$ cat config.mk
export PLATFORM = sky130hd
export DESIGN_NAME = lfr_top
export DESIGN_NICKNAME = d
export VERILOG_FILES = /design/src/pkg/lfr_pkg.sv /design/src/design/lfr_top.sv
export SDC_FILE = /design/constraint.sdc
export NUM_CORES = 1
export LEC_CHECK = 0
export BUFFER_PORTS_ARGS = -buffer_cell sky130_fd_sc_hd__buf_2
export CAP_MARGIN = 40
export CORE_ASPECT_RATIO = 0.6
export CORE_MARGIN = 3
export CORE_UTILIZATION = 50
export CTS_BUF_LIST = sky130_fd_sc_hd__clkbuf_8
export DETAILED_ROUTE_END_ITERATION = 6
export PLACE_DENSITY = 0.69
export SLEW_MARGIN = 20
export SYNTH_ARGS = -nofsm -noshare
export SYNTH_HDL_FRONTEND = slang
export SYNTH_SLANG_ARGS = --single-unit
$ cat constraint.sdc
create_clock -name clk -period 11 [get_ports clk]
set_input_delay 0.55 -clock clk [delete_from_list [all_inputs] [get_ports clk]]
set_output_delay 0.55 -clock clk [all_outputs]
set_load 0.02 [all_outputs]
$ cat src/pkg/lfr_pkg.sv
// Package: addresses, field layouts, reset values and timing of the fault and fall-time block
package lfr_pkg;
    // Register byte addresses
    localparam logic [7:0] OFS_FALL_ONE = 8'h75; // Generator one fall time
    localparam logic [7:0] OFS_FALL_TWO = 8'h85; // Generator two fall time
    localparam logic [7:0] OFS_FALL_THREE = 8'h95; // Generator three fall time
    localparam logic [7:0] OFS_FALL_FOUR = 8'ha5; // Generator four fall time
    localparam logic [7:0] OFS_OPEN_STATUS = 8'hb0; // String open status
    localparam logic [7:0] OFS_SHORT_STATUS = 8'hb1; // String short status
    localparam logic [7:0] OFS_FAULT_ENABLE = 8'hb2; // Fault detection enables
    localparam logic [7:0] OFS_BOOST_CFG = 8'h1c; // Over-voltage threshold select
    // Field layout
    localparam int FALL_CODE_W = 3; // Fall-time code width
    localparam int STRING_COUNT = 7; // Two high-voltage plus five low-voltage
    localparam int BIT_OPEN_EN = 0; // Open detection enable bit
    localparam int BIT_SHORT_EN = 1; // Short detection enable bit
    // Reset values
    localparam logic [2:0] FALL_CODE_RESET = 3'h0; // 2048 us
    localparam logic [1:0] FAULT_EN_RESET = 2'h0; // Both detections off
    localparam logic [1:0] OVP_16V = 2'h0; // Threshold codes
    localparam logic [1:0] OVP_24V = 2'h1;
    localparam logic [1:0] OVP_32V = 2'h2;
    localparam logic [1:0] OVP_40V = 2'h3;
    localparam logic [1:0] OVP_RESET = OVP_16V; // Default threshold
    // Timing
    localparam int CLK_PERIOD_NS = 10; // 100 MHz core clock
    localparam int FALL_BASE_NS = 2048000; // Shortest fall time, 2048 us
    localparam int FALL_BASE_CYCLES = FALL_BASE_NS / CLK_PERIOD_NS; // 204800 cycles
    localparam int RAMP_STEPS = 256; // Brightness codes per full ramp
    localparam int LONG_SHIFT = 6; // Codes 1..7 span base times 2^(code+6)
    localparam int MULT_W = 14; // Holds 2^13
    // Serial slave
    localparam logic [6:0] SLAVE_ADDR_RESET = 7'h36; // Arbitrary default address
    // Serial slave states
    typedef enum logic [3:0] {
        LFR_IDLE = 4'h0,
        LFR_ADDR = 4'h1,
        LFR_ACK_ADDR = 4'h2,
        LFR_PTR = 4'h3,
        LFR_ACK_PTR = 4'h4,
        LFR_WDATA = 4'h5,
        LFR_ACK_W = 4'h6,
        LFR_RDATA = 4'h7,
        LFR_MACK = 4'h8
    } lfr_state_e;
endpackage

$ cat src/design/lfr_top.sv
// Fault readback, fall-time ramps, boost switch gating and serial register slave
`timescale 1ns/1ps
module lfr_top
    import lfr_pkg::*;
#(
    parameter int FALL_BASE = FALL_BASE_CYCLES, // Cycles of the shortest fall time
    parameter logic [6:0] SLAVE_ADDR = SLAVE_ADDR_RESET // Arbitrary bus address
) (
    input wire logic clk,
    input wire logic reset_n,
    input wire logic hardware_enable_pin,
    input wire logic scl_in,
    input wire logic sda_in,
    output logic sda_out,
    output logic sda_oe_n,
    input wire logic [3:0] ramp_fall_start,
    input wire logic [3:0][7:0] bank_brightness,
    input wire logic [3:0][7:0] ramp_low_level,
    output logic [3:0][7:0] ramp_level,
    output logic [3:0] ramp_falling,
    input wire logic [STRING_COUNT-1:0] open_detect_raw,
    input wire logic [STRING_COUNT-1:0] short_detect_raw,
    output logic open_detect_enable,
    output logic short_detect_enable,
    input wire logic switch_request,
    input wire logic ovp_reached,
    input wire logic ovp_below_hysteresis,
    input wire logic peak_current_limit,
    input wire logic period_start,
    output logic [1:0] over_voltage_threshold,
    output logic boost_power_switch
);
    localparam int STEP_CYCLES = FALL_BASE / RAMP_STEPS; // Cycles per ramp tick
    localparam int PRE_W = $clog2(STEP_CYCLES + 1); // Prescaler width
    localparam logic [PRE_W-1:0] STEP_LAST = PRE_W'(STEP_CYCLES - 1); // Prescaler wrap

    // Enable pin acts as a second asynchronous reset
    logic rst_n;
    assign rst_n = reset_n & hardware_enable_pin;

    // Serial slave state
    lfr_state_e state_reg, state_next;
    logic [3:0] cnt_reg, cnt_next; // Bit count
    logic [7:0] shift_reg, shift_next; // Receive and transmit shifter
    logic [7:0] ptr_reg, ptr_next; // Register pointer
    logic drive_reg, drive_next; // Pull data line low
    logic scl_q, sda_q; // Previous line levels
    logic wr_en; // Register write strobe
    logic [7:0] rd_data, rd_next_data; // Read mux at pointer and pointer+1

    // Register file state
    logic [3:0][2:0] fall_reg, fall_next;
    logic [1:0] fault_en_reg, fault_en_next;
    logic [1:0] ovp_sel_reg, ovp_sel_next;
    logic [STRING_COUNT-1:0] open_reg, open_next;
    logic [STRING_COUNT-1:0] short_reg, short_next;

    // Boost switch state
    logic ovp_hold_reg, ovp_hold_next;
    logic icl_hold_reg, icl_hold_next;
    logic switch_reg, switch_next;

    // Read value of a register address
    function automatic logic [7:0] rd_mux(input logic [7:0] a);
        unique case (a)
            OFS_FALL_ONE: rd_mux = {5'h00, fall_reg[0]};
            OFS_FALL_TWO: rd_mux = {5'h00, fall_reg[1]};
            OFS_FALL_THREE: rd_mux = {5'h00, fall_reg[2]};
            OFS_FALL_FOUR: rd_mux = {5'h00, fall_reg[3]};
            OFS_OPEN_STATUS: rd_mux = {1'b0, open_reg};
            OFS_SHORT_STATUS: rd_mux = {1'b0, short_reg};
            OFS_FAULT_ENABLE: rd_mux = {6'h00, fault_en_reg};
            OFS_BOOST_CFG: rd_mux = {6'h00, ovp_sel_reg};
            default: rd_mux = 8'h00; // Unmapped reads zero
        endcase
    endfunction

    assign rd_data = rd_mux(ptr_reg);
    assign rd_next_data = rd_mux(ptr_reg + 8'h01);

    // Line edge and condition detection
    logic scl_rise, scl_fall, start_cond, stop_cond;
    assign scl_rise = scl_in & ~scl_q;
    assign scl_fall = ~scl_in & scl_q;
    assign start_cond = scl_in & scl_q & sda_q & ~sda_in;
    assign stop_cond = scl_in & scl_q & ~sda_q & sda_in;

    // Serial slave next state
    always_comb begin
        state_next = state_reg;
        cnt_next = cnt_reg;
        shift_next = shift_reg;
        ptr_next = ptr_reg;
        drive_next = drive_reg;
        wr_en = 1'b0;
        if (start_cond) begin
            // Start or repeated start
            state_next = LFR_ADDR;
            cnt_next = 4'h0;
            drive_next = 1'b0;
        end else if (stop_cond) begin
            state_next = LFR_IDLE;
            drive_next = 1'b0;
        end else begin
            unique case (state_reg)
                LFR_IDLE: begin
                    drive_next = 1'b0;
                end
                LFR_ADDR, LFR_PTR, LFR_WDATA: begin
                    // Shift a byte in on rising clock
                    if (scl_rise && cnt_reg != 4'h8) begin
                        shift_next = {shift_reg[6:0], sda_in};
                        cnt_next = cnt_reg + 4'h1;
                    end else if (scl_fall && cnt_reg == 4'h8) begin
                        cnt_next = 4'h0;
                        drive_next = 1'b1;
                        if (state_reg == LFR_ADDR) begin
                            // Only our address is acknowledged
                            if (shift_reg[7:1] == SLAVE_ADDR) begin
                                state_next = LFR_ACK_ADDR;
                            end else begin
                                state_next = LFR_IDLE;
                                drive_next = 1'b0;
                            end
                        end else if (state_reg == LFR_PTR) begin
                            ptr_next = shift_reg;
                            state_next = LFR_ACK_PTR;
                        end else begin
                            wr_en = 1'b1;
                            state_next = LFR_ACK_W;
                        end
                    end
                end
                LFR_ACK_ADDR: begin
                    if (scl_fall) begin
                        if (shift_reg[0]) begin
                            // Read: first bit goes out now
                            state_next = LFR_RDATA;
                            shift_next = rd_data;
                            drive_next = ~rd_data[7];
                        end else begin
                            state_next = LFR_PTR;
                            drive_next = 1'b0;
                        end
                    end
                end
                LFR_ACK_PTR: begin
                    if (scl_fall) begin
                        state_next = LFR_WDATA;
                        drive_next = 1'b0;
                    end
                end
                LFR_ACK_W: begin
                    if (scl_fall) begin
                        // Auto-increment after each written byte
                        ptr_next = ptr_reg + 8'h01;
                        state_next = LFR_WDATA;
                        drive_next = 1'b0;
                    end
                end
                LFR_RDATA: begin
                    // Shift out on falling clock
                    if (scl_fall) begin
                        if (cnt_reg == 4'h7) begin
                            cnt_next = 4'h0;
                            drive_next = 1'b0;
                            state_next = LFR_MACK;
                        end else begin
                            cnt_next = cnt_reg + 4'h1;
                            shift_next = {shift_reg[6:0], 1'b0};
                            drive_next = ~shift_reg[6];
                        end
                    end
                end
                LFR_MACK: begin
                    // Master acknowledge sampled, next byte or quit
                    if (scl_rise) begin
                        cnt_next = {3'h0, sda_in};
                    end else if (scl_fall) begin
                        if (cnt_reg == 4'h0) begin
                            ptr_next = ptr_reg + 8'h01;
                            shift_next = rd_next_data;
                            drive_next = ~rd_next_data[7];
                            state_next = LFR_RDATA;
                        end else begin
                            state_next = LFR_IDLE;
                        end
                        cnt_next = 4'h0;
                    end
                end
                default: begin
                    state_next = LFR_IDLE;
                    drive_next = 1'b0;
                end
            endcase
        end
    end

    // Serial slave registers
    always_ff @(posedge clk or negedge rst_n) begin
        if (!rst_n) begin
            state_reg <= LFR_IDLE;
            cnt_reg <= 4'h0;
            shift_reg <= 8'h00;
            ptr_reg <= 8'h00;
            drive_reg <= 1'b0;
            scl_q <= 1'b1;
            sda_q <= 1'b1;
        end else begin
            state_reg <= state_next;
            cnt_reg <= cnt_next;
            shift_reg <= shift_next;
            ptr_reg <= ptr_next;
            drive_reg <= drive_next;
            scl_q <= scl_in;
            sda_q <= sda_in;
        end
    end

    // Open-drain pin: low enable while pulling down
    always_ff @(posedge clk or negedge rst_n) begin
        if (!rst_n) begin
            sda_out <= 1'b0;
            sda_oe_n <= 1'b1;
        end else begin
            sda_out <= 1'b0;
            sda_oe_n <= ~drive_next;
        end
    end

    // Register writes and fault status next values
    always_comb begin
        fall_next = fall_reg;
        fault_en_next = fault_en_reg;
        ovp_sel_next = ovp_sel_reg;
        if (wr_en) begin
            unique case (ptr_reg)
                OFS_FALL_ONE: fall_next[0] = shift_reg[2:0];
                OFS_FALL_TWO: fall_next[1] = shift_reg[2:0];
                OFS_FALL_THREE: fall_next[2] = shift_reg[2:0];
                OFS_FALL_FOUR: fall_next[3] = shift_reg[2:0];
                OFS_FAULT_ENABLE: fault_en_next = shift_reg[1:0];
                OFS_BOOST_CFG: ovp_sel_next = shift_reg[1:0];
                default: ; // Read-only or unmapped
            endcase
        end
        // Raw detector outputs gated by their enables
        open_next = open_detect_raw & {STRING_COUNT{fault_en_reg[BIT_OPEN_EN]}};
        short_next = short_detect_raw & {STRING_COUNT{fault_en_reg[BIT_SHORT_EN]}};
    end

    // Register file flip-flops
    always_ff @(posedge clk or negedge rst_n) begin
        if (!rst_n) begin
            fall_reg <= {4{FALL_CODE_RESET}};
            fault_en_reg <= FAULT_EN_RESET;
            ovp_sel_reg <= OVP_RESET;
            open_reg <= '0;
            short_reg <= '0;
        end else begin
            fall_reg <= fall_next;
            fault_en_reg <= fault_en_next;
            ovp_sel_reg <= ovp_sel_next;
            open_reg <= open_next;
            short_reg <= short_next;
        end
    end

    // Enable and threshold outputs
    always_ff @(posedge clk or negedge rst_n) begin
        if (!rst_n) begin
            open_detect_enable <= 1'b0;
            short_detect_enable <= 1'b0;
            over_voltage_threshold <= OVP_RESET;
        end else begin
            open_detect_enable <= fault_en_next[BIT_OPEN_EN];
            short_detect_enable <= fault_en_next[BIT_SHORT_EN];
            over_voltage_threshold <= ovp_sel_next;
        end
    end

    // Boost switch: trips latch off, trip wins over release
    always_comb begin
        ovp_hold_next = ovp_reached | (ovp_hold_reg & ~ovp_below_hysteresis);
        icl_hold_next = peak_current_limit | (icl_hold_reg & ~period_start);
        switch_next = switch_request & ~ovp_hold_next & ~icl_hold_next;
    end

    always_ff @(posedge clk or negedge rst_n) begin
        if (!rst_n) begin
            ovp_hold_reg <= 1'b0;
            icl_hold_reg <= 1'b0;
            switch_reg <= 1'b0;
        end else begin
            ovp_hold_reg <= ovp_hold_next;
            icl_hold_reg <= icl_hold_next;
            switch_reg <= switch_next;
        end
    end
    assign boost_power_switch = switch_reg;

    // Shared ramp tick prescaler
    logic [PRE_W-1:0] pre_reg, pre_next;
    logic tick;
    always_comb begin
        tick = (pre_reg == STEP_LAST);
        pre_next = tick ? '0 : pre_reg + PRE_W'(1);
    end
    always_ff @(posedge clk or negedge rst_n) begin
        if (!rst_n) begin
            pre_reg <= '0;
        end else begin
            pre_reg <= pre_next;
        end
    end

    // One fall ramp per pattern generator
    for (genvar g = 0; g < 4; g++) begin : g_ramp
        logic [7:0] level_reg, level_next;
        logic active_reg, active_next;
        logic [MULT_W-1:0] mcnt_reg, mcnt_next; // Ticks within one code step
        logic [MULT_W-1:0] mult; // Ticks per code step
        always_comb begin
            // Code 0 is base time, code k is base times 2^(k+6)
            mult = (fall_reg[g] == FALL_CODE_RESET) ? MULT_W'(1)
                : MULT_W'(1) << (MULT_W'(fall_reg[g]) + MULT_W'(LONG_SHIFT));
            level_next = level_reg;
            active_next = active_reg;
            mcnt_next = mcnt_reg;
            if (ramp_fall_start[g]) begin
                level_next = bank_brightness[g];
                active_next = 1'b1;
                mcnt_next = '0;
            end else if (active_reg && tick) begin
                if (mcnt_reg == mult - MULT_W'(1)) begin
                    mcnt_next = '0;
                    if (level_reg > ramp_low_level[g]) begin
                        level_next = level_reg - 8'h01;
                    end else begin
                        active_next = 1'b0;
                    end
                end else begin
                    mcnt_next = mcnt_reg + MULT_W'(1);
                end
            end
        end
        always_ff @(posedge clk or negedge rst_n) begin
            if (!rst_n) begin
                level_reg <= 8'h00;
                active_reg <= 1'b0;
                mcnt_reg <= '0;
            end else begin
                level_reg <= level_next;
                active_reg <= active_next;
                mcnt_reg <= mcnt_next;
            end
        end
        assign ramp_level[g] = level_reg;
        assign ramp_falling[g] = active_reg;
        a_ramp_load_high: assert property (@(posedge clk) disable iff (!rst_n)
            ramp_fall_start[g] |=> level_reg == $past(bank_brightness[g]) && active_reg)
            else $error("Ramp did not start from bank brightness");
    end

    // Checks
    a_ovp_switch_off: assert property (@(posedge clk) disable iff (!rst_n)
        ovp_reached |=> !boost_power_switch [*1] ##0 ovp_hold_reg)
        else $error("Switch on after over-voltage");
    a_ovp_hold_off: assert property (@(posedge clk) disable iff (!rst_n)
        ovp_hold_reg && !ovp_below_hysteresis |=> !boost_power_switch)
        else $error("Switch released above hysteresis");
    a_icl_switch_off: assert property (@(posedge clk) disable iff (!rst_n)
        peak_current_limit ##1 !period_start |=> !boost_power_switch)
        else $error("Switch on within limited period");
    a_icl_release: assert property (@(posedge clk) disable iff (!rst_n)
        icl_hold_reg && period_start && switch_request && !peak_current_limit
        && !ovp_hold_next |=> boost_power_switch)
        else $error("Switch not restored at new period");
    a_open_gate_off: assert property (@(posedge clk) disable iff (!rst_n)
        !fault_en_reg[BIT_OPEN_EN] |=> open_reg == '0)
        else $error("Open status set while disabled");
    a_short_gate_off: assert property (@(posedge clk) disable iff (!rst_n)
        !fault_en_reg[BIT_SHORT_EN] |=> short_reg == '0)
        else $error("Short status set while disabled");
    a_open_report: assert property (@(posedge clk) disable iff (!rst_n)
        fault_en_reg[BIT_OPEN_EN] |=> open_reg == $past(open_detect_raw))
        else $error("Open status does not follow detector");
    a_fall_write: assert property (@(posedge clk) disable iff (!rst_n)
        wr_en && ptr_reg == OFS_FALL_THREE |=> fall_reg[2] == $past(shift_reg[2:0]))
        else $error("Fall-time write lost");
    a_ovp_cfg_out: assert property (@(posedge clk) disable iff (!rst_n)
        wr_en && ptr_reg == OFS_BOOST_CFG |=> over_voltage_threshold == $past(shift_reg[1:0]))
        else $error("Threshold output not updated");
endmodule // lfr_top

# --- Word-level counts from Yosys, hierarchy flattened ---
# Index checks and enable logic that the tools add are counted.
totals:
  reg_bits: 165
  inputBits: 92
  out_inout_bits: 43
  wordCells: 320
op_classes:
  addsub: 19
  order_cmp: 4
  eq_ne: 63
  n_shift: 4
  muxes: 118
  n_bitwise: 30
  reduce_logical: 47
ops:
  columns: ["op", "count"]
  rows:
  - ["two-way mux 8 bit", 32]
  - ["two-way mux 14 bit", 16]
  - ["case mux 7 bit (8 select lines)", 2]
  - ["equality test 8 bit (second input constant)", 12]
  - ["two-way mux 4 bit", 19]
  - ["adder 14 x 1 -> 14 bit (second input constant)", 4]
  - ["equality test 14 bit", 4]
  - ["<< shifter 1 x 4 -> 14 bit (first input constant)", 4]
  - ["subtractor 14 x 1 -> 14 bit (second input constant)", 4]
  - ["!= test 4 bit (second input constant)", 10]
  - ["two-way mux 1 bit", 37]
  - ["!= test 2 bit (second input constant)", 18]
  - ["> comparator 8 bit", 4]
  - ["case mux 8 bit (4 select lines)", 1]
  - ["subtractor 8 x 1 -> 8 bit (second input constant)", 4]
  - ["case mux 4 bit (6 select lines)", 1]
  - ["case mux 8 bit (3 select lines)", 1]
  - ["AND reduction 3 bit", 8]
  - ["nonzero test 2 bit", 12]
  - ["AND reduction 11 bit", 2]
  - ["equality test 4 x 3 -> 1 bit (second input constant)", 5]
  - ["adder 3 x 3 -> 4 bit (second input constant)", 4]
  - ["equality test 8 x 5 -> 1 bit (second input constant)", 2]
  - ["equality test 8 x 7 -> 1 bit (second input constant)", 2]
  - ["31 further kinds", 77]

# --- Logic depth before layout (Yosys ltp) ---
# Gate-level depths: netlist (run 1).
depth:
  word_depth: 9
  ltp_mapped: 18
  mapped_depth_nobuf: 14

# --- Least setup slack after synthesis (run 1) ---
# OpenSTA, ideal clock, no wires.
synth_path:
  kind: "reg-to-reg"
  startpoint: "register fall_reg[8] (netlist name)"
  endpoint: "register g_ramp[2].level_reg[7]"
  setup_time_ns: 0.124
  arrival_ns: 3.906
  slack_ns: 6.970
  stages_incl_launch_ff: 16
  synth_period_minus_slack_ns: 4.030
  path_cell_list: "dfrtp_1 > clkbuf_1 > inv_1 > ha_1 > buf_2 > and2_1 > a21boi_0 > ha_1 > nor2_1 > a311oi_1 > xnor3_1 > nand4_1 > or4_4 > nor4_2 > a21oi_1 > a211o_1"
synth_between:
  elab_chain_cells: 7
synth_rtl:
  columns: ["item", "line_no", "text"]
  rows:
  - ["start, declared", "lfr_top.sv:52", "logic [3:0][2:0] fall_reg, fall_next;"]
  - ["start signal, assigned", "lfr_top.sv:255", "fall_reg <= {4{FALL_CODE_RESET}};"]
  - ["start signal, assigned", "lfr_top.sv:261", "fall_reg <= fall_next;"]
  - ["adder 3 x 3 -> 4 bit", "lfr_top.sv:326", ": MULT_W'(1) << (MULT_W'(fall_reg[g]) + MULT_W'(LONG_SHIFT));"]
  - ["<< shifter 1 x 4 -> 14 bit", "lfr_top.sv:326", null]
  - ["two-way mux 14 bit *", "lfr_top.sv:325", "mult = (fall_reg[g] == FALL_CODE_RESET) ? MULT_W'(1)"]
  - ["subtractor 14 x 1 -> 14 bit *", "lfr_top.sv:335", "if (mcnt_reg == mult - MULT_W'(1)) begin"]
  - ["equality test 14 bit *", "lfr_top.sv:335", null]
  - ["nonzero test 2 bit (no line) *", null, null]
  - ["AND reduction 3 bit (no line) *", null, null]
  - ["end signal, assigned", "lfr_top.sv:353", "level_reg <= level_next;"]
  - ["end, declared", "lfr_top.sv:319", "logic [7:0] level_reg, level_next;"]
# Every way passes the cells marked *; elsewhere a longest branch is shown, timed or not.
# A chain may end at the register's enable or synchronous reset.

# --- Worst setup path in the final report (run 1) ---
layout_path:
  startpoint: "register fall_reg[1] (netlist name)"
  endpoint: "register g_ramp[0].level_reg[2]"
layout_between:
  elab_chain_cells: 7
layout_rtl:
  columns: ["item", "line_no"]
  rows:
  - ["adder 3 x 3 -> 4 bit", "lfr_top.sv:326"]
  - ["<< shifter 1 x 4 -> 14 bit", "lfr_top.sv:326"]
  - ["two-way mux 14 bit *", "lfr_top.sv:325"]
  - ["subtractor 14 x 1 -> 14 bit *", "lfr_top.sv:335"]
  - ["equality test 14 bit *", "lfr_top.sv:335"]
  - ["nonzero test 2 bit (no line) *", null]
  - ["AND reduction 3 bit (no line) *", null]
  - ["end signal, assigned", "lfr_top.sv:353"]
  - ["end, declared", "lfr_top.sv:319"]
# Marks and branches as above.

==> results of run 1 <==
==> layout make-up <==
type / count / area [µm²] / area share, %
timing repair buffer: 142 / 763 / 5.43
multi-input combinational: 1226 / 8050 / 57.3
inverter: 95 / 357 / 2.54
clock inverter: 12 / 141 / 1.01
tap: 322 / 403 / 2.87
clock buffer: 19 / 262 / 1.86
sequential: 163 / 4080 / 29.0
==> final timing paths <==
kind	from	to	cells after the start
min in group clk	scl_in	scl_q	1
worst min-delay path	hardware_enable_pin	cnt_reg[1]	2
worst min register to register	ovp_hold_reg	ovp_hold_reg	1
worst max register to register	fall_reg[1]	g_ramp[0].level_reg[2]	13
max in group asynchronous	reset_n	g_ramp[0].mcnt_reg[12]	6
worst max-delay path	fall_reg[1]	g_ramp[0].level_reg[2]	13
==> report_power, final <==
group / switching (mW) / total, mW / internal [mW] / leakage, nW
Sequential: 0.107 / 0.748 / 0.641 / 2.15
Clock: 0.235 / 0.467 / 0.232 / 0.215
Combinational: 0.247 / 0.414 / 0.167 / 3.97
==> per-stage QoR <==
step / utilization (%) / area, µm² / power [mW]
6_report: 56.7 / 14100 / 1.63
5_1_grt: 56.7 / 14100 / 1.72
4_1_cts: 56.6 / 14000 / 1.64
3_5_place_dp: 55.0 / 13600 / 1.16
3_3_place_gp: 54.9 / 13600 / 1.15
2_1_floorplan: - / 12900 / 1.04
==> cells by family after synthesis <==
logic type,Yosys count
AO/OA/AOI/OAI,370
XOR/XNOR,97
adder cells (fa/ha/maj),71
buffers and inverters,189
flip-flops,163
multiplexers,40
other,1
AND/OR/NAND/NOR,647
==> layout by cell type, fill, tap and decap left out, types with 11 or more instances in the layout <==
cell / count
nor4_1: 22
buf_2: 134
xnor2_1: 48
nand4_1: 28
dfrtp_1: 160
a21oi_1: 80
a31oi_1: 18
xor2_1: 48
or2_2: 11
and3_1: 39
mux2i_1: 17
and2_1: 30
nand2b_1: 24
ha_1: 71
inv_1: 97
nand3_1: 75
mux2_2: 23
nand2_1: 140
a22o_1: 13
a22oi_1: 23
clkbuf_8: 19
nor2b_1: 27
or3_1: 14
o211ai_1: 11
nor3_1: 54
nor3b_1: 12
o21ai_0: 109
a21o_1: 15
nor2_1: 105
==> layer usage <==
metal  part of all wire [%]  vias up
met4                   0.99        0
met5                      0        -
met3                    7.8       33
met2                     38      396
li1                       -     5806
met1                     53     5690
==> Yosys cell counts, drive strengths merged, types with 5 or more instances <==
cell type | count | area (µm²)
nor4bb | 8 | 80.1
nor2 | 107 | 407
buf | 25 | 150
xnor2 | 48 | 420
xor2 | 48 | 420
mux2i | 17 | 170
mux2 | 23 | 259
o211ai | 11 | 82.6
nor2b | 27 | 169
ha | 71 | 888
nand3 | 75 | 375
nor4b | 6 | 58.8
or2 | 13 | 81.3
and4b | 5 | 50.1
o22ai | 10 | 62.6
and4 | 6 | 52.6
nand2 | 140 | 526
inv | 95 | 357
o31ai | 9 | 67.6
or3 | 15 | 98.8
or4 | 11 | 86.3
o21ai | 115 | 576
and3 | 39 | 244
a311oi | 7 | 61.3
a22oi | 23 | 173
nor3 | 54 | 270
nand3b | 10 | 78.8
clkbuf | 69 | 263
nand2b | 24 | 150
a21oi | 80 | 400
a31oi | 18 | 113
and2 | 32 | 200
a22o | 13 | 114
a21o | 15 | 113
nor4 | 26 | 196
nand4 | 29 | 188
o21bai | 7 | 52.6
nor3b | 12 | 90.1
dfrtp | 160 | 4000
==> flow_summary_export.csv, run 1 <==
group,metric,value,unit
run_status,status,"complete, no violations",
global_route,grt_pass1_wl,55.2,mm
timing,clock_skew,0.0116,ns
global_route,grtUsageMet2,31.9,%
timing,hold_slack,0.166,ns
timing,relSlewSlack,45.4,%
detailed_routing,via_count,11925,
global_route,grt_max_degree,57,
timing,fin_setup_tns,0,ns
setup_path,crit_path_end_kind,"register",
global_route,grtUsageMet1,39.8,%
hold_path,holdCritPathClass,"primary input to async pin",
clock_network,clk_latency,0.50,ns
finish,fillers,2288,
placement,placed_cells,1946,
logic_synthesis,postSynth.asyncResetShare,100,%
finish,area_delta_synth_final,8.98,%
setup_path,crit_type,"register to register",
global_route,grtUsageMet3,6.16,%
timing,final-max-slew-violation-count,0,
die,core_area,24800,µm²
logic_synthesis,yosys_warnings,0,
finish,finalNonFillerCells,1979,
die,die_h,130,µm
detailed_routing,drtIter0Drc,1208,
pwr,peakVddDrop,0.0000758,V
logic_synthesis,synth_compound_area_share,18.5,%
logic_synthesis,synth_top_family_by_area,"simple AND/OR/NAND/NOR gates",
die,die_area,27800,µm²
clock_network,cts_tree,"yes",
clock_network,cts_buffers,17,
timing,worst_pin_slew,0.818,ns
setup_path,cp.required,11.42,ns
global_route,first_global_vias,10639,
timing,worst_slack,6.18,ns
global_route,antenna_found_initial,0,
logic_synthesis,syn_area,12900,µm²
timing,fin_crit,4.82,ns
setup_path,cp-start-kind,"register",
detailed_routing,vias_per_cell,6.03,
clock_network,clockBufferDepth,2,
setup_path,rrSetupSlack,6.18,ns
logic_synthesis,yosysSeqAreaShare,31.7,%
logic_synthesis,yosys.cell_types.count,92,
timing,setup_viol,0,
setup_path,crit_family,"simple AND/OR/NAND/NOR gates",
finish,diodes,0,
timing,rsz0062_at_grt,"false",
logic_synthesis,synth_xor_area_share,6.69,%
detailed_routing,detail_route.wl_per_cell,17.2,µm
clock_network,post-cts-setup-buffers,0,
detailed_routing,finalWirelength,33.9,mm
logic_synthesis,yosys.area_share.simple,27.0,%
detailed_routing,dr.pass1.iters,5,
clock_network,cts-resized-gates,0,
logic_synthesis,synthMuxAreaShare,3.33,%
clock_network,cts_sinks,163,
global_route,grtUsageTotal,24.5,%
run,drv_cap,0,
finish,largest_reg_flops,56,
die,rows,44,
detailed_routing,ant_nets,0,
die,start_util,52.1,%
pwr,cellPowerDensity,116,nW/µm²
clock_network,h-tree-depth,4,
finish,drive_gt1_share,13.8,%
logic_synthesis,synth-edff-count,0,
global_route,busiest_layer,"met1",
timing,finalHoldViolCount,0,
timing,period_share,43.8,%
setup_path,cp_cell_sequence,"inv_1 > ha_1 > and4b_1 > nor2_1 > ha_1 > or2_2 > or4_1 > nand3b_1 > a21oi_1 > nand3b_2 > or2_1 > or4_1 > a31oi_1",
timing,fmax,208,MHz
logic_synthesis,ys_seq_elements,163,
logic_synthesis,synth_fp_nets,1741,
setup_path,worst-path-max-fanout,23,
clock_network,cts-root-buf,"clkbuf_8",
logic_synthesis,syn_avg_cell_area,8.17,µm²
clock_network,hold_buffers,0,
setup_path,cp.arrival,5.24,ns
logic_synthesis,synth_cells,1578,
logic_synthesis,synth_fa_ha_area_share,6.89,%
placement,place.gp.congestion,0.967,
logic_synthesis,synthFlopType,"dfrtp_1",
setup_path,critPathBufInv,1,
setup_path,slowest_delay,0.78,ns
placement,io_buffers,133,
setup_path,crit_slowest_cell,"dfrtp_1",
clock_network,clk_pin_slew_worst_paths,0.09,ns
die,io_pins,135,
finish,nNetsFinal,1808,
global_route,gr-total-overflow,0,
placement,hpwl,25.4,mm
pwr,p_leak,6.34,nW
die,fp.dieW,213,µm
detailed_routing,drc,0,
placement,dp_slack,6.32,ns
No activity file was read; power rests on OpenSTA's default activity.
==> run 2: changes to the inputs <==
clock period = 4.7 ns   (was 11 ns; I/O delays follow)
==> run 2 against run 1 <==
Against the previous run:
- die area stayed put
- highest routed layer unchanged
- final cell count up 3.1%
- worst setup slack got worse by 5.8 ns
- clock skew up 0.0057 ns
- wire length grew 1.7%
- sequential share of layout area fell by 1.2 points
- worst hold slack worse by 0.12 ns
- flip-flop and latch count unchanged
- register-to-register slack got worse by 5.8 ns
==> flow_summary_export.csv, run 2 (synthesis gave the netlist of run 1 again) <==
group,metric,value,unit
finish,largest_reg_flops,56,
global_route,antenna_found_initial,0,
run,drv_cap,0,
detailed_routing,detail_route.wl_per_cell,16.9,µm
placement,place.gp.congestion,0.979,
timing,clock_skew,0.0173,ns
hold_path,holdCritPathClass,"primary input to register",
timing,final-max-slew-violation-count,0,
pwr,total_power,3.82,mW
setup_path,crit_path_end_kind,"register",
timing,relSlewSlack,43.5,%
die,start_util,52.1,%
die,core_area,24800,µm²
pwr,peakVddDrop,0.000176,V
timing,worst_slack,0.339,ns
setup_path,worstReg2RegStart,"fall_reg[2]",
setup_path,cp.arrival,4.78,ns
placement,io_buffers,133,
clock_network,post-cts-setup-buffers,0,
finish,design_area,14600,µm²
setup_path,slowest_delay,0.57,ns
detailed_routing,finalWirelength,34.5,mm
timing,period_share,92.8,%
pwr,cellPowerDensity,261,nW/µm²
pwr,p_comb_share,25.9,%
timing,rsz0062_at_grt,"false",
timing,fin_setup_tns,0,ns
detailed_routing,via_count,12174,
finish,finalNonFillerCells,2041,
die,io_pins,135,
timing,fin_crit,4.36,ns
setup_path,crit_family,"simple AND/OR/NAND/NOR gates",
timing,fmax,229,MHz
timing,worst_pin_slew,0.846,ns
finish,nNetsFinal,1869,
die,fp.dieW,213,µm
setup_path,crit_type,"register to register",
setup_path,rrSetupSlack,0.34,ns
finish,diodes,0,
run_status,status,"complete, no violations",
finish,area_delta_synth_final,13.5,%
clock_network,hold_buffers,52,
pwr,p_int,2.40,mW
pwr,power.share.clock,28.4,%
finish,mostFrequentLayoutCell,"dfrtp_1",
clock_network,clockBufferDepth,2,
setup_path,cp.required,5.12,ns
clock_network,cts-root-buf,"clkbuf_8",
detailed_routing,drc,0,
pwr,p_seq_share,45.7,%
clock_network,cts_sinks,163,
die,die_h,130,µm
setup_path,cp_cell_sequence,"inv_1 > ha_1 > and4b_1 > nor2_1 > ha_1 > or2_2 > or4_1 > nand3b_1 > a21oi_1 > nand3b_2 > or2_1 > or4_1 > a31oi_1",
placement,dp_slack,0.445,ns
finish,layout_common_cells,"160 x dfrtp_1, 140 x nand2_1, 133 x buf_2",
clock_network,cts_tree,"yes",
setup_path,critPathBufInv,1,
global_route,grtUsageMet1,39.8,%
clock_network,cts-resized-gates,0,
global_route,grtUsageTotal,25.1,%
global_route,busiest_layer,"met1",
global_route,gr-total-overflow,0,
setup_path,crit_slowest_cell,"or4_1",
pwr,p_sw,1.42,mW
detailed_routing,ant_nets,0,
detailed_routing,dr.pass1.iters,6,
pwr,switching_share,37.1,%
setup_path,cp-start-kind,"register",
setup_path,worst-path-max-fanout,16,
setup_path,startpoint,"fall_reg[2]",
detailed_routing,vias_per_cell,5.96,
placement,placed_cells,1957,
global_route,grt_pass1_wl,56.7,mm
global_route,first_global_vias,10941,
pwr,p_leak,6.58,nW
global_route,grtUsageMet3,6.20,%
finish,final_util,59.1,%
timing,finalHoldViolCount,0,
setup_path,worstSetupEndpoint,"g_ramp[0].level_reg[4]",
clock_network,clk_pin_slew_worst_paths,0.10,ns
placement,hpwl,25.2,mm
setup_path,r2r-end,"g_ramp[0].level_reg[4]",
global_route,grt_max_degree,112,
setup_path,rr_worst_depth,13,
finish,drive_gt1_share,14.1,%
clock_network,cts_buffers,17,
placement,place_area,13700,µm²
die,rows,44,
clock_network,h-tree-depth,4,
die,die_area,27800,µm²
setup_path,cp.depth,13,
hold_path,min_delay_path_depth,3,
timing,hold_slack,0.0466,ns
timing,setup_viol,0,
detailed_routing,drtIter0Drc,1176,
global_route,grtUsageMet2,34.0,%
clock_network,clk_latency,0.50,ns
[run 2: power groups by stage]
stage	clock, mW	sequential [mW]	combinational, mW
3_5_place_dp	0	1.77	0.942
6_report	1.08	1.75	0.991
4_1_cts	1.12	1.74	0.984
3_3_place_gp	0	1.77	0.921
2_1_floorplan	0	1.65	0.777
5_1_grt	1.17	1.77	1.11
[run 2: area by class of cell]
cell class / instances / area [µm²]
multi-input cells: 1226 / 8050
clock buffers: 17 / 234
repair buffers: 203 / 1350
flip-flops and latches: 163 / 4080
well taps: 322 / 403
fillers: 2217 / 10100
clock inverters: 15 / 166
inverters: 95 / 357
[run 2: metal layers]
layer / vias to the layer above / part of all wire, %
li1: 5935 / -
met1: 5749 / 52
met2: 459 / 39
met3: 31 / 7.8
met4: 0 / 0.99
met5: - / 0
[run 2: worst min path at each step]
stage | from | to | slack, ns
floorplan | scl_in | scl_q | 0.24
global placement | scl_in | scl_q | 0.38
detailed placement | scl_in | scl_q | 0.38
CTS | bank_brightness[23] | g_ramp[2].level_reg[7] | 0.004
global route | bank_brightness[23] | g_ramp[2].level_reg[7] | 0.04
finish | bank_brightness[23] | g_ramp[2].level_reg[7] | 0.05
[run 2: worst reg2reg max path, stage by stage, from the launching register on]
cell	delay (ns)
dfrtp_1	0.53
inv_1	0.15
ha_1	0.47
and4b_1	0.27
nor2_1	0.06
ha_1	0.36
or2_2	0.37
or4_1	0.44
nand3b_1	0.11
a21oi_1	0.11
nand3b_2	0.26
or2_1	0.43
or4_1	0.57
a31oi_1	0.17
==> run 3: changes to the inputs <==
CORE_UTILIZATION = 40   (was 50)
HOLD_SLACK_MARGIN = 0.08   (was default)
PLACE_DENSITY = default   (was 0.69)
==> run 3 against run 2 <==
Against the previous run:
- the flow now finishes with violations (design-rule violations)
- final area increased by 0.88%
- register-to-register slack got worse by 0.05 ns
- critical path depth is the same
- flip-flop and latch count unchanged
- worst hold slack improved by 0.077 ns
- sequential share of layout area fell by 0.24 points
- critical endpoint unchanged
- critical path type unchanged
- non-clock buffer count increased by 4
- wire length is 2.8% higher
- maximum frequency shrank 1.1%
==> flow_summary_export.csv, run 3 (synthesis gave the netlist of run 1 again) <==
group,metric,value,unit
timing,fin_crit,4.41,ns
setup_path,rrSetupSlack,0.29,ns
detailed_routing,vias_per_cell,5.67,
timing,fmax,227,MHz
setup_path,slowest_delay,0.59,ns
timing,final-max-slew-violation-count,0,
detailed_routing,ant_nets,0,
clock_network,cts_buffers,17,
global_route,grt_pass1_wl,58.8,mm
timing,relSlewSlack,46.7,%
timing,rsz0062_at_grt,"false",
hold_path,hold_start,"ramp_fall_start[3]",
setup_path,cp_cell_sequence,"inv_1 > ha_1 > and4b_1 > nor2_1 > ha_1 > or2_2 > or4_1 > nand3b_1 > a21oi_1 > nand3b_2 > or2_1 > or4_1 > a31oi_1",
placement,hpwl,25.8,mm
finish,fillers,3075,
setup_path,crit_slowest_cell,"dfrtp_1",
clock_network,cts-root-buf,"clkbuf_8",
pwr,p_leak,6.59,nW
setup_path,cp.required,5.13,ns
detailed_routing,dr.pass1.iters,7,
detailed_routing,detail_route.wl_per_cell,16.6,µm
placement,io_buffers,133,
run_status,violations,"design-rule violations",
setup_path,cp.depth,13,
setup_path,critPathBufInv,1,
timing,clock_skew,0.0173,ns
timing,finalHoldViolCount,0,
detailed_routing,drc,3,
pwr,peakVddDrop,0.000161,V
setup_path,rr_worst_depth,13,
detailed_routing,via_count,12132,
clock_network,cts_tree,"yes",
setup_path,worst-path-max-fanout,16,
timing,setup_viol,0,
finish,area_delta_synth_final,14.5,%
detailed_routing,finalWirelength,35.5,mm
finish,mostFrequentLayoutCell,"dfrtp_1",
clock_network,clk_pin_slew_worst_paths,0.10,ns
finish,drive_gt1_share,14.0,%
finish,multi_input_area,8050,µm²
timing,hold_slack,0.123,ns
die,fp.dieW,238,µm
placement,place_area,13800,µm²
finish,diodes,0,
clock_network,post-cts-setup-buffers,0,
detailed_routing,drtIter0Drc,1289,
setup_path,worstReg2RegStart,"fall_reg[1]",
die,rows,50,
clock_network,clk_latency,0.51,ns
placement,place.gp.congestion,0.942,
finish,layout_common_cells,"160 x dfrtp_1, 140 x nand2_1, 134 x buf_2",
run_status,status,"finished, violations left",
hold_path,holdCritPathClass,"primary input to register",
finish,seq_area,4080,µm²
global_route,grt_max_degree,110,
clock_network,cts_sinks,163,
setup_path,crit_family,"simple AND/OR/NAND/NOR gates",
die,io_pins,135,
hold_path,hold_end,"g_ramp[3].mcnt_reg[8]",
hold_path,min_delay_path_depth,2,
clock_network,h-tree-depth,4,
timing,worst_pin_slew,0.800,ns
die,core_area,31500,µm²
finish,nNetsFinal,1873,
timing,fin_setup_tns,0,ns
global_route,antenna_found_initial,0,
global_route,grtUsageTotal,20.6,%
setup_path,r2r-end,"g_ramp[0].level_reg[4]",
setup_path,crit_type,"register to register",
die,die_h,145,µm
timing,period_share,93.8,%
setup_path,cp.arrival,4.84,ns
global_route,first_global_vias,11119,
global_route,gr-total-overflow,0,
die,start_util,41.0,%
run,drv_cap,0,
setup_path,cp-start-kind,"register",
pwr,cellPowerDensity,257,nW/µm²
finish,final_util,46.9,%
setup_path,crit_path_end_kind,"register",
pwr,total_power,3.80,mW
clock_network,clockBufferDepth,2,
finish,design_area,14800,µm²
finish,largest_reg_flops,56,
die,die_area,34500,µm²
run 3: cell types whose count changed in the layout (fill, tap and decap cells not counted), sizes merged:
| cell | before | now |
|---|---|---|
| bufinv | 2 | 1 |
| clkbuf | 17 | 18 |
| clkinv | 3 | 7 |
| clkinvlp | 2 | 1 |
| dlygate4sd3 | 51 | 55 |
| inv | 103 | 100 |
run 3: worst max path at each step:
stage               slack (ns)         from                     end
global placement          0.41  fall_reg[1]  g_ramp[0].level_reg[2]
finish                    0.29  fall_reg[1]  g_ramp[0].level_reg[4]
global route            0.0003  fall_reg[1]  g_ramp[0].level_reg[2]
CTS                       0.34  fall_reg[1]  g_ramp[0].level_reg[4]
floorplan                 0.67  fall_reg[8]  g_ramp[2].level_reg[7]
detailed placement        0.36  fall_reg[1]  g_ramp[0].level_reg[4]
run 3: per-layer routing:
metal	up-vias	share of wire [%]	global-route usage, %
met5	-	0	0
met2	426	39	27.1
li1	5927	-	-
met4	0	0.89	4.16
met3	27	7.2	3.95
met1	5752	53	33.9
run 3: final cells by class:
cell class,instances,area share (%)
Clock buffer,18,1.68
Clock inverter,14,0.856
Inverter,95,2.41
Multi-Input combinational cell,1226,54.5
Sequential cell,163,27.6
Tap cell,416,3.52
Timing Repair Buffer,207,9.40
run 3: per-stage QoR:
step | std cells | setup slack, ns
3_3_place_gp | 2049 | 0.405
5_1_grt | 2139 | 0.000306
3_5_place_dp | 2050 | 0.363
2_1_floorplan | 1578 | 0.670
6_report | 2139 | 0.293
4_1_cts | 2138 | 0.337
run 3: timing repair:
item / CTS / global route
hold buffers: 56 / 0
endpoints found under the hold margin: 103 / 0
resized for setup: 0 / 0
run 3: power by group:
group	leakage, nW	switching, mW	total (mW)	internal, mW
clock network	0.196	0.601	1.04	0.439
registers	2.15	0.254	1.75	1.50
logic	4.25	0.585	1.00	0.419
total	6.59	1.44	3.80	2.36
run 3: worst reg2reg max path, cell delays in order (launching register included):
cell	delay, ns
dfrtp_1	0.59
inv_1	0.13
ha_1	0.47
and4b_1	0.27
nor2_1	0.06
ha_1	0.38
or2_2	0.38
or4_1	0.47
nand3b_1	0.12
a21oi_1	0.09
nand3b_2	0.24
or2_1	0.42
or4_1	0.57
a31oi_1	0.17
